## src/hbr_pkg.sv

```systemverilog
package hbr_pkg;

   // ----------------------------------------------------------------
   // Timing and widths
   // ----------------------------------------------------------------
   localparam int CLK_PERIOD_NS = 25;
   localparam int RETRY_WIDTH = 4;
   localparam int ADDR_WIDTH = 32;
   localparam int SYNC_STAGES = 2;
   localparam logic [RETRY_WIDTH-1:0] RETRY_ZERO = 4'h0;
   localparam logic [ADDR_WIDTH-1:0] ADDR_RESET = 32'h0000_0000;
   localparam logic [ADDR_WIDTH-1:0] ADDR_STEP = 32'h0000_0002;

   // ----------------------------------------------------------------
   // Types
   // ----------------------------------------------------------------
   typedef enum logic [2:0] {
      HBR_IDLE,
      HBR_REQ,
      HBR_OWN,
      HBR_XFER,
      HBR_RELEASE,
      HBR_HALT
   } hbr_state_e;

   // Raw inputs that arrive from the host side, unsynchronised.
   typedef struct packed {
      logic releaseReq;
      logic busOwned;
      logic busError;
      logic xferAck;
   } hbr_pins_s;

   // Status presented to the rest of the controller.
   typedef struct packed {
      logic owner;
      logic xferActive;
      logic errorSeen;
      logic halted;
   } hbr_status_s;

endpackage

```

## src/hbr_bus_release.sv

```systemverilog
`timescale 1ns/10ps
module hbr_bus_release #(
   parameter int RW = hbr_pkg::RETRY_WIDTH,
   parameter int AW = hbr_pkg::ADDR_WIDTH
) (
   input wire logic clk_sys,
   input wire logic rst_n,
   input wire logic clkEn,
   input wire hbr_pkg::hbr_pins_s pins,
   input wire logic dmaStart,
   input wire logic [RW-1:0] error_retry_setting,
   input wire logic [AW-1:0] dmaStartAddr,
   input wire logic errorClear,
   output logic bus_request_out,
   output logic dmaCycleDone,
   output logic localDmaHalt,
   output logic [AW-1:0] host_dma_address_reg,
   output hbr_pkg::hbr_status_s status
);
   import hbr_pkg::*;

   // ----------------------------------------------------------------
   // Input synchronisers
   // ----------------------------------------------------------------
   // Transfer acknowledge is also asynchronous, so it shares the chain.
   logic [3:0] syncA_reg;
   logic [3:0] syncB_reg;
   wire logic [3:0] rawPins = {pins.releaseReq, pins.busOwned, pins.busError, pins.xferAck};

   always_ff @(posedge clk_sys)
   begin
      if (!rst_n)
      begin
         syncA_reg <= 4'h0;
         syncB_reg <= 4'h0;
      end
      else if (clkEn)
      begin
         syncA_reg <= rawPins;
         syncB_reg <= syncA_reg;
      end
   end

   wire logic relReq = syncB_reg[3];
   wire logic owned = syncB_reg[2];
   wire logic busErr = syncB_reg[1];
   wire logic ack = syncB_reg[0];

   // ----------------------------------------------------------------
   // Control state machine
   // ----------------------------------------------------------------
   hbr_state_e state_reg;
   hbr_state_e state_next;
   logic releasePend_reg;
   logic errorPend_reg;
   logic firstXfer_reg;
   logic [RW-1:0] retryCnt_reg;
   logic busRq_reg;
   logic done_reg;
   logic localHalt_reg;
   logic errSeen_reg;
   logic [AW-1:0] addr_reg;

   wire logic inXfer = (state_reg == HBR_XFER);
   wire logic isOwner = owned && (state_reg == HBR_OWN || state_reg == HBR_XFER);
   // A release request is only seen while the bus is ours.
   wire logic relSeen = relReq && isOwner;
   // A bus error counts only during a DMA cycle on the host bus.
   wire logic errValid = busErr && inXfer;
   // An error ends the cycle even without acknowledge.
   wire logic xferEnd = inXfer && (ack || errValid);
   wire logic retryAllowed = (retryCnt_reg != RW'(RETRY_ZERO));
   wire logic doRetry = errValid && retryAllowed;
   wire logic errStop = errValid && !retryAllowed;
   wire logic startOk = dmaStart && !releasePend_reg && !relSeen;

   always_comb
   begin
      state_next = state_reg;
      case (state_reg)
         HBR_IDLE:
            if (dmaStart)
               state_next = HBR_REQ;
         HBR_REQ:
            if (owned)
               state_next = HBR_OWN;
         HBR_OWN:
            if (!owned)
               state_next = HBR_IDLE;
            else if (relSeen || releasePend_reg)
               state_next = HBR_RELEASE;
            else if (startOk)
               state_next = HBR_XFER;
         HBR_XFER:
            if (errStop)
               state_next = HBR_HALT;
            else if (doRetry)
               state_next = HBR_XFER;
            else if (xferEnd)
               state_next = (relSeen || releasePend_reg) ? HBR_RELEASE : HBR_OWN;
         HBR_RELEASE:
            if (!owned)
               state_next = HBR_IDLE;
         HBR_HALT:
            if (errorClear)
               state_next = HBR_IDLE;
         default:
            state_next = HBR_IDLE;
      endcase
   end

   always_ff @(posedge clk_sys)
   begin
      if (!rst_n)
         state_reg <= HBR_IDLE;
      else if (clkEn)
         state_reg <= state_next;
   end

   // ----------------------------------------------------------------
   // Pending flags and retry budget
   // ----------------------------------------------------------------
   // The release stays pending across the cycle that is already running.
   wire logic relPendNext = (state_next == HBR_IDLE) ? 1'b0 : (releasePend_reg || relSeen);
   wire logic [RW-1:0] retryNext = (state_reg == HBR_OWN && startOk) ? error_retry_setting :
                                   doRetry ? retryCnt_reg - 1'b1 : retryCnt_reg;

   always_ff @(posedge clk_sys)
   begin
      if (!rst_n)
      begin
         releasePend_reg <= 1'b0;
         errorPend_reg <= 1'b0;
         retryCnt_reg <= RW'(RETRY_ZERO);
      end
      else if (clkEn)
      begin
         releasePend_reg <= relPendNext;
         errorPend_reg <= errStop || (errorPend_reg && !errorClear);
         retryCnt_reg <= retryNext;
      end
   end

   // ----------------------------------------------------------------
   // Bus request
   // ----------------------------------------------------------------
   // Request stays up until the first owned transfer reaches its second state.
   wire logic firstXferT2 = inXfer && firstXfer_reg;
   wire logic busRqNext = (state_next == HBR_REQ) || (state_reg == HBR_REQ) ||
                          (busRq_reg && !firstXferT2 && state_reg != HBR_IDLE && state_next != HBR_IDLE);
   wire logic firstNext = (state_reg == HBR_REQ) ? 1'b1 : (inXfer ? 1'b0 : firstXfer_reg);

   always_ff @(posedge clk_sys)
   begin
      if (!rst_n)
      begin
         busRq_reg <= 1'b0;
         firstXfer_reg <= 1'b0;
      end
      else if (clkEn)
      begin
         busRq_reg <= busRqNext;
         firstXfer_reg <= firstNext;
      end
   end

   // ----------------------------------------------------------------
   // Outputs, local halt and address
   // ----------------------------------------------------------------
   // The address is left at the failing value after an error; callers
   // must not trust it, so no effort is spent restoring it.
   wire logic [AW-1:0] addrNext = (state_reg == HBR_OWN && startOk) ? dmaStartAddr :
                                  (xferEnd && !errValid) ? addr_reg + AW'(ADDR_STEP) : addr_reg;
   wire logic haltSet = errStop;

   always_ff @(posedge clk_sys)
   begin
      if (!rst_n)
      begin
         done_reg <= 1'b0;
         localHalt_reg <= 1'b0;
         errSeen_reg <= 1'b0;
         addr_reg <= AW'(ADDR_RESET);
      end
      else if (clkEn)
      begin
         done_reg <= xferEnd && !doRetry;
         localHalt_reg <= haltSet || (localHalt_reg && !errorClear);
         errSeen_reg <= errValid || (errSeen_reg && !errorClear);
         addr_reg <= addrNext;
      end
   end

   hbr_status_s status_reg;

   always_ff @(posedge clk_sys)
   begin
      if (!rst_n)
         status_reg <= '0;
      else if (clkEn)
         status_reg <= '{owner: (state_next == HBR_OWN || state_next == HBR_XFER),
                         xferActive: (state_next == HBR_XFER),
                         errorSeen: errValid || (errSeen_reg && !errorClear),
                         halted: (state_next == HBR_HALT)};
   end

   assign bus_request_out = busRq_reg;
   assign dmaCycleDone = done_reg;
   assign localDmaHalt = localHalt_reg;
   assign host_dma_address_reg = addr_reg;
   assign status = status_reg;

   // ----------------------------------------------------------------
   // Assertions
   // ----------------------------------------------------------------
   a_release_ignored: assert property (@(posedge clk_sys) disable iff (!rst_n)
      (clkEn && state_reg == HBR_IDLE && relReq && !dmaStart) |=> state_reg == HBR_IDLE)
      else $error("Release request acted on while not owner.");
   a_release_after_xfer: assert property (@(posedge clk_sys) disable iff (!rst_n)
      (clkEn && inXfer && relSeen && ack && !busErr) |=> state_reg == HBR_RELEASE)
      else $error("Bus not released after started cycle.");
   a_no_start_pending: assert property (@(posedge clk_sys) disable iff (!rst_n)
      (clkEn && state_reg == HBR_OWN && releasePend_reg) |=> state_reg != HBR_XFER)
      else $error("Transfer started with release pending.");
   a_error_ends_xfer: assert property (@(posedge clk_sys) disable iff (!rst_n)
      (clkEn && errValid && !ack) |=> dmaCycleDone || state_reg == HBR_XFER)
      else $error("Errored transfer not completed.");
   a_retry_rerun: assert property (@(posedge clk_sys) disable iff (!rst_n)
      (clkEn && doRetry) |=> state_reg == HBR_XFER && !dmaCycleDone)
      else $error("Failed cycle not rerun.");
   a_zero_retry_halt: assert property (@(posedge clk_sys) disable iff (!rst_n)
      (clkEn && errStop) |=> state_reg == HBR_HALT && !status.owner)
      else $error("Bus kept after unretried error.");
   a_error_outside: assert property (@(posedge clk_sys) disable iff (!rst_n)
      (clkEn && busErr && !inXfer && !errSeen_reg && !errorClear) |=> !status.errorSeen)
      else $error("Error outside DMA cycle was taken.");
   a_halt_holds: assert property (@(posedge clk_sys) disable iff (!rst_n)
      (clkEn && state_reg == HBR_HALT && !errorClear) |=> state_reg == HBR_HALT)
      else $error("DMA resumed after halting error.");
   a_halt_no_request: assert property (@(posedge clk_sys) disable iff (!rst_n)
      (state_reg == HBR_HALT) |-> !bus_request_out)
      else $error("Bus requested while halted.");
   a_halt_no_xfer: assert property (@(posedge clk_sys) disable iff (!rst_n)
      (state_reg == HBR_HALT) |-> !status.xferActive && !status.owner)
      else $error("Transfer shown while halted.");
   a_halt_local_level: assert property (@(posedge clk_sys) disable iff (!rst_n)
      (state_reg == HBR_HALT) |-> localDmaHalt)
      else $error("Local halt missing while halted.");
   a_local_clear: assert property (@(posedge clk_sys) disable iff (!rst_n)
      (clkEn && errorClear && !errStop) |=> !localDmaHalt)
      else $error("Local halt not cleared.");
   a_release_quiet: assert property (@(posedge clk_sys) disable iff (!rst_n)
      (state_reg == HBR_RELEASE) |-> !status.xferActive)
      else $error("Transfer shown during release.");
   a_done_pulse: assert property (@(posedge clk_sys) disable iff (!rst_n)
      (clkEn && dmaCycleDone) |=> !dmaCycleDone)
      else $error("Done pulse longer than one cycle.");
   a_owner_status: assert property (@(posedge clk_sys) disable iff (!rst_n)
      status.owner == (state_reg == HBR_OWN || state_reg == HBR_XFER))
      else $error("Owner status disagrees with state.");
   a_error_taken: assert property (@(posedge clk_sys) disable iff (!rst_n)
      (clkEn && errValid) |=> status.errorSeen)
      else $error("Error during DMA cycle not recorded.");
   a_addr_step: assert property (@(posedge clk_sys) disable iff (!rst_n)
      (clkEn && xferEnd && !errValid) |=> host_dma_address_reg == $past(addr_reg) + AW'(ADDR_STEP))
      else $error("Address did not step after good transfer.");
   a_request_rise: assert property (@(posedge clk_sys) disable iff (!rst_n)
      (clkEn && state_reg == HBR_IDLE && dmaStart) |=> bus_request_out)
      else $error("Bus request not raised.");
   a_local_halt: assert property (@(posedge clk_sys) disable iff (!rst_n)
      (clkEn && errStop) |=> localDmaHalt)
      else $error("Local side not halted.");
   a_request_drop: assert property (@(posedge clk_sys) disable iff (!rst_n)
      (clkEn && firstXferT2 && state_next != HBR_REQ) |=> !bus_request_out)
      else $error("Bus request not dropped at first transfer.");
   a_sync_delay: assert property (@(posedge clk_sys) disable iff (!rst_n)
      (clkEn [*2]) |-> syncB_reg == $past(rawPins, 2))
      else $error("Synchroniser depth wrong.");

   c_normal: cover property (@(posedge clk_sys) disable iff (!rst_n) xferEnd && ack && !busErr);
   c_retry: cover property (@(posedge clk_sys) disable iff (!rst_n) doRetry);
   c_halt: cover property (@(posedge clk_sys) disable iff (!rst_n) errStop);
   c_release: cover property (@(posedge clk_sys) disable iff (!rst_n) state_reg == HBR_RELEASE);
   c_clear: cover property (@(posedge clk_sys) disable iff (!rst_n) state_reg == HBR_HALT && errorClear);

endmodule

```

## config.mk

```make
export PLATFORM = sky130hd
export DESIGN_NAME = hbr_bus_release
export DESIGN_NICKNAME = d
export VERILOG_FILES = /design/src/hbr_pkg.sv /design/src/hbr_bus_release.sv
export SDC_FILE = /design/constraint.sdc
export NUM_CORES = 1
export LEC_CHECK = 0
export CORE_MARGIN = 4
export CORE_UTILIZATION = 29
export CTS_CLUSTER_DIAMETER = 50
export DETAILED_ROUTE_END_ITERATION = 8
export DONT_BUFFER_PORTS = 1
export PLACE_DENSITY = 0.52
export REMOVE_ABC_BUFFERS = 1
export SYNTH_ARGS = -nofsm -noshare
export SYNTH_HDL_FRONTEND = slang
export SYNTH_SLANG_ARGS = --single-unit
```

## constraint.sdc

```tcl
create_clock -name clk_sys -period 2.2 [get_ports clk_sys]
set_input_delay 0.55 -clock clk_sys [delete_from_list [all_inputs] [get_ports clk_sys]]
set_output_delay 0.55 -clock clk_sys [all_outputs]
set_load 0.01 [all_outputs]
```

Yosys cells after proc, flatten, opt, wreduce, memory -nomap -nowiden
Index checks and enable logic that the tools add are counted.
Widths: inputs -> output; s select.
{ "totals": {"input_bits": 45, "mem_bits_rw": 0, "latch_bits": 0, "mem_bits_ro": 0, "wordCells": 87, "mem_count": 0, "register_bits": 56, "out_inout_bits": 39} }
{ "classes": {"muxes": 19, "eq_ne": 9, "shift": 0, "n_reduce_logical": 43, "add_sub_neg": 2, "n_mul": 0, "div": 0, "bitwise_logic": 0, "order_cmp": 0} }
{ "op_table": {"columns": ["cell", "count"], "rows": [
  ["$mux 32", 2],
  ["$mux 3", 11],
  ["$add 32x2->32 const B", 1],
  ["$pmux 3 s6", 1],
  ["$logic_and 1x1->1", 17],
  ["$eq 3x2->1 const B", 4],
  ["$eq 3x3->1 const B", 3],
  ["$logic_or 1x1->1", 8],
  ["$mux 4", 2],
  ["$logic_not 1->1", 7],
  ["$eq 3x1->1 const B", 2],
  ["$logic_not 3->1", 2],
  ["$reduce_and 2->1", 3],
  ["$reduce_bool 2->1", 3],
  ["$reduce_bool 3->1", 2],
  ["$reduce_bool 4->1", 1],
  ["$sub 4x1->4 const B", 1],
  ["$mux 1", 3]
]} }

Longest topological paths before layout
{ "logic_depth": {"ltp_word": 13, "ltp_mapped": 8, "mapped_depth_nobuf": 7} }

Least setup slack after synthesis
No wires, ideal clock.
{ "synth_timing": {"path_kind": "register to register", "startpoint": "register addr_reg[1], in the netlist host_dma_address_reg[1]", "endpoint": "register addr_reg[25], in the netlist host_dma_address_reg[25]", "period_less_slack_ns": 1.965, "required_time_ns": 2.126, "path_stages_with_launch": 7, "n_path_buf": 0, "setup_ns": 0.074, "t_arrival_ns": 1.891, "setup_slack_ns": 0.235, "path_cell_list": "dfxtp_1 > ha_1 > nand3_1 > nor2_1 > nand3_2 > or4_1 > a31oi_1"} }
{ "synth_between": {"elab_chain_len": 3} }
{ "synth_rtl": {"columns": ["element", "line", "source"], "rows": [
  ["start: declaration", "hbr_bus_release.sv:62", "logic [AW-1:0] addr_reg;"],
  ["start signal: assignment", "hbr_bus_release.sv:183", "addr_reg <= AW'(ADDR_RESET);"],
  ["start signal: assignment", "hbr_bus_release.sv:190", "addr_reg <= addrNext;"],
  ["$add 32x2->32", "hbr_bus_release.sv:173", "(xferEnd && !errValid) ? addr_reg + AW'(ADDR_STEP) : addr_reg;"],
  ["$mux 32", "hbr_bus_release.sv:173", null],
  ["$mux 32", "hbr_bus_release.sv:172", "wire logic [AW-1:0] addrNext = (state_reg == HBR_OWN && startOk) ? dmaStartAddr :"]
]} }
Every way passes these cells. The select of a mux whose other input is x is not followed.
A chain may end at the register's enable or synchronous reset.

Worst setup path in the final report
{ "layout_timing": {"startpoint": "register addr_reg[4], in the netlist host_dma_address_reg[4]", "endpoint": "register addr_reg[20], in the netlist host_dma_address_reg[20]"} }
Same word-level chain as after synthesis.

==> metrics <==
number of setup violations in the final report 0; launching element type of the critical path flip-flop; average via count per standard cell 5.70; Max-Cap Viols 0; largest fanout on the critical path 6; sum of routed wire length over all layers 10,300 um; Cell Rows 37; final critical-path required period 2.04 ns; critical path arrival 2.27 ns; count of antenna diodes in the layout 0; P&R area growth vs syn 14.0%; Cells after Synth 401; placed insts 545; commonest non-fill, non-tap cell in the layout dfxtp_1; internal power component 0.00136 W; vias in the first global route 3,066; commonest non-fill, non-tap cells in the layout dfxtp_1, nand2_1, nor2_1, buf_4, a21oi_1; cell area after synthesis 0.00314 mm^2; number of DRC markers after the initial detailed-route iteration 319; core area 0.0104 mm^2; count of pins on the block boundary 84; GRT Overall Usage 0.163; share of cells above drive strength 1 0.139; Max Clk Rate 490 MHz; Longest Clk Path Bufs 2; Worst R2R Setup Slack 0.16 ns; TNS Setup 0 ns; hold buffer count at cts 0; clock network fraction of total power 0.336; mean area per synthesized cell 7.82 um^2; CTS tree yes; remaining antenna violation count after routing 0; Root Buffer clkbuf_8; Clock Sink Count 56; wire length of the first global-routing pass 16,900 um; reported net switching power 0.000489 W; Vert. Die Dim 112 um; areal power density over the cells 519 mW/mm^2; flip-flop count of the largest register after layout 32; number of resized instances in the post-cts repair step 0; async set-or-reset flop fraction in the synthesized netlist 0; number of port buffers 0; Tightest Pin Transition 0.547 ns; Vias 3,151; yosys synthesis warning count 0; Post-CTS Repair Setup Buffers 0; Wirelength per Cell 18.7 um; largest net degree at the start of global routing 32; non-filler cells, final 553; initial antenna violation count 0; Final Net Count 463; clk_lat worst skew 0.32 ns; Die Outline Area 0.0125 mm^2; kind of capture point of the worst setup path flip-flop; worst hold start clkEn; Num CTS Buffers 5; relative max-transition margin 0.632; worst endpoint required time 2.43 ns; count of state elements after synthesis 56; kind of path behind the tightest hold check in2reg; Distinct cells, synth 66; final period utilization 0.927; Peak supply drop 0.000213 V; kind of critical path reg2reg; Die X-Extent 112 um; HPWL after DPL 7670 um; final count of hold timing violations 0; number of enable flip-flop cells after synthesis 0; first-pass iteration count of the detailed router 4; final global-route overflow total 0; RD Place Congestion 0.862; worst reg2reg startpoint host_dma_address_reg[4]; first element of the critical path host_dma_address_reg[4]; utilization after layout 0.343; outcome complete, no violations; initial core utilization 0.301; post-detailed-route DRC marker count 0; unrepaired setup endpoints after global routing no; most frequently used flop master after synthesis dfxtp_1; net switching fraction of the power 0.264; fin. max-slew vios 0; combinational fraction of design power 0.090; static leakage 1.20 nW; CTS clock-pin slew for the worst setup and hold paths 0.12 ns; H-Tree Level Count 2; part of the Yosys area used for sequential elements 0.358; clock tree skew after final layout 0.0179 ns; proportion of power drawn by flip-flops and latches 0.574
[layout make-up]
cell class | count | area, um^2
sequential | 56 | 1120
fill | 1112 | 6840
tap | 136 | 170
multi-input combinational | 307 | 1860
timing repair buffer | 34 | 280
clock inverter | 1 | 7.51
clock buffer | 7 | 86.3
inverter | 12 | 45.0
[synth_stat cells (5+ instances only)]
master     n  area [um^2]
nand4_1   12         75.1
and3_1     6         37.5
a21oi_1   25          125
o211ai_1  11         82.6
or3_1      7         43.8
mux2i_1    9         90.1
nand3_1   22          110
nor2_1    45          169
buf_2      5         25.0
nor3_1    14         70.1
inv_1     12         45.0
a31oi_1    9         56.3
dfxtp_1   56         1120
clkbuf_1  14         52.6
o21ai_1    5         25.0
a21o_1     6         45.0
nand2_1   46          173
buf_1      6         22.5
o21ai_0    9         45.0
[power groups by stage]
stage	clock network, W	registers (W)	logic, W
after floorplan	0	0.00109	0.000103
after global placement	0	0.00109	0.000166
after detailed placement	0	0.00109	0.000167
after CTS	0.000637	0.00106	0.000167
after global routing	0.000676	0.00107	0.000188
final	0.000622	0.00106	0.000166
[kinds of logic after synthesis]
logic type               Yosys count  share of synthesized area
buffers and inverters             38                     0.0487
flip-flops                        56                      0.358
multiplexers                       9                     0.0287
AO/OA/AOI/OAI                    113                      0.253
adder cells (fa/ha/maj)            2                    0.00798
AND/OR/NAND/NOR                  183                      0.304
[stage by stage]
step	power, W	hold WS [ns]	worst slack [ns]	cell area [um^2]
after floorplan	0.00119	0.445	0.00625	3030
after global placement	0.00125	0.464	0.253	3480
after detailed placement	0.00126	0.477	0.223	3480
after CTS	0.00187	0.316	0.201	3570
after global routing	0.00193	0.309	0.00144	3570
final	0.00185	0.331	0.160	3570
[critical path, stage by stage (launching register included)]
cell and delay (ns):
dfxtp_1 0.50, nand3_1 0.27, nor2_1 0.35, nand2_1 0.15, or3_1 0.43, o311ai_1 0.24
[final timing paths]
check                                                end  cells past startpoint
worst max-delay path            host_dma_address_reg[20]                      5
worst min-delay path                     releasePend_reg                      1
worst max register to register  host_dma_address_reg[20]                      5
worst min register to register           retryCnt_reg[1]                      2
[layer usage]
layer / GRT usage / part of all wire / wire, um
met3: 0.0533 / 0.087 / 898
met2: 0.261 / 0.46 / 4800
met5: 0 / 0 / 0
met4: 0.0409 / 0.012 / 121
met1: 0.212 / 0.44 / 4520
Note: power is estimated with default switching activity, not from simulation.
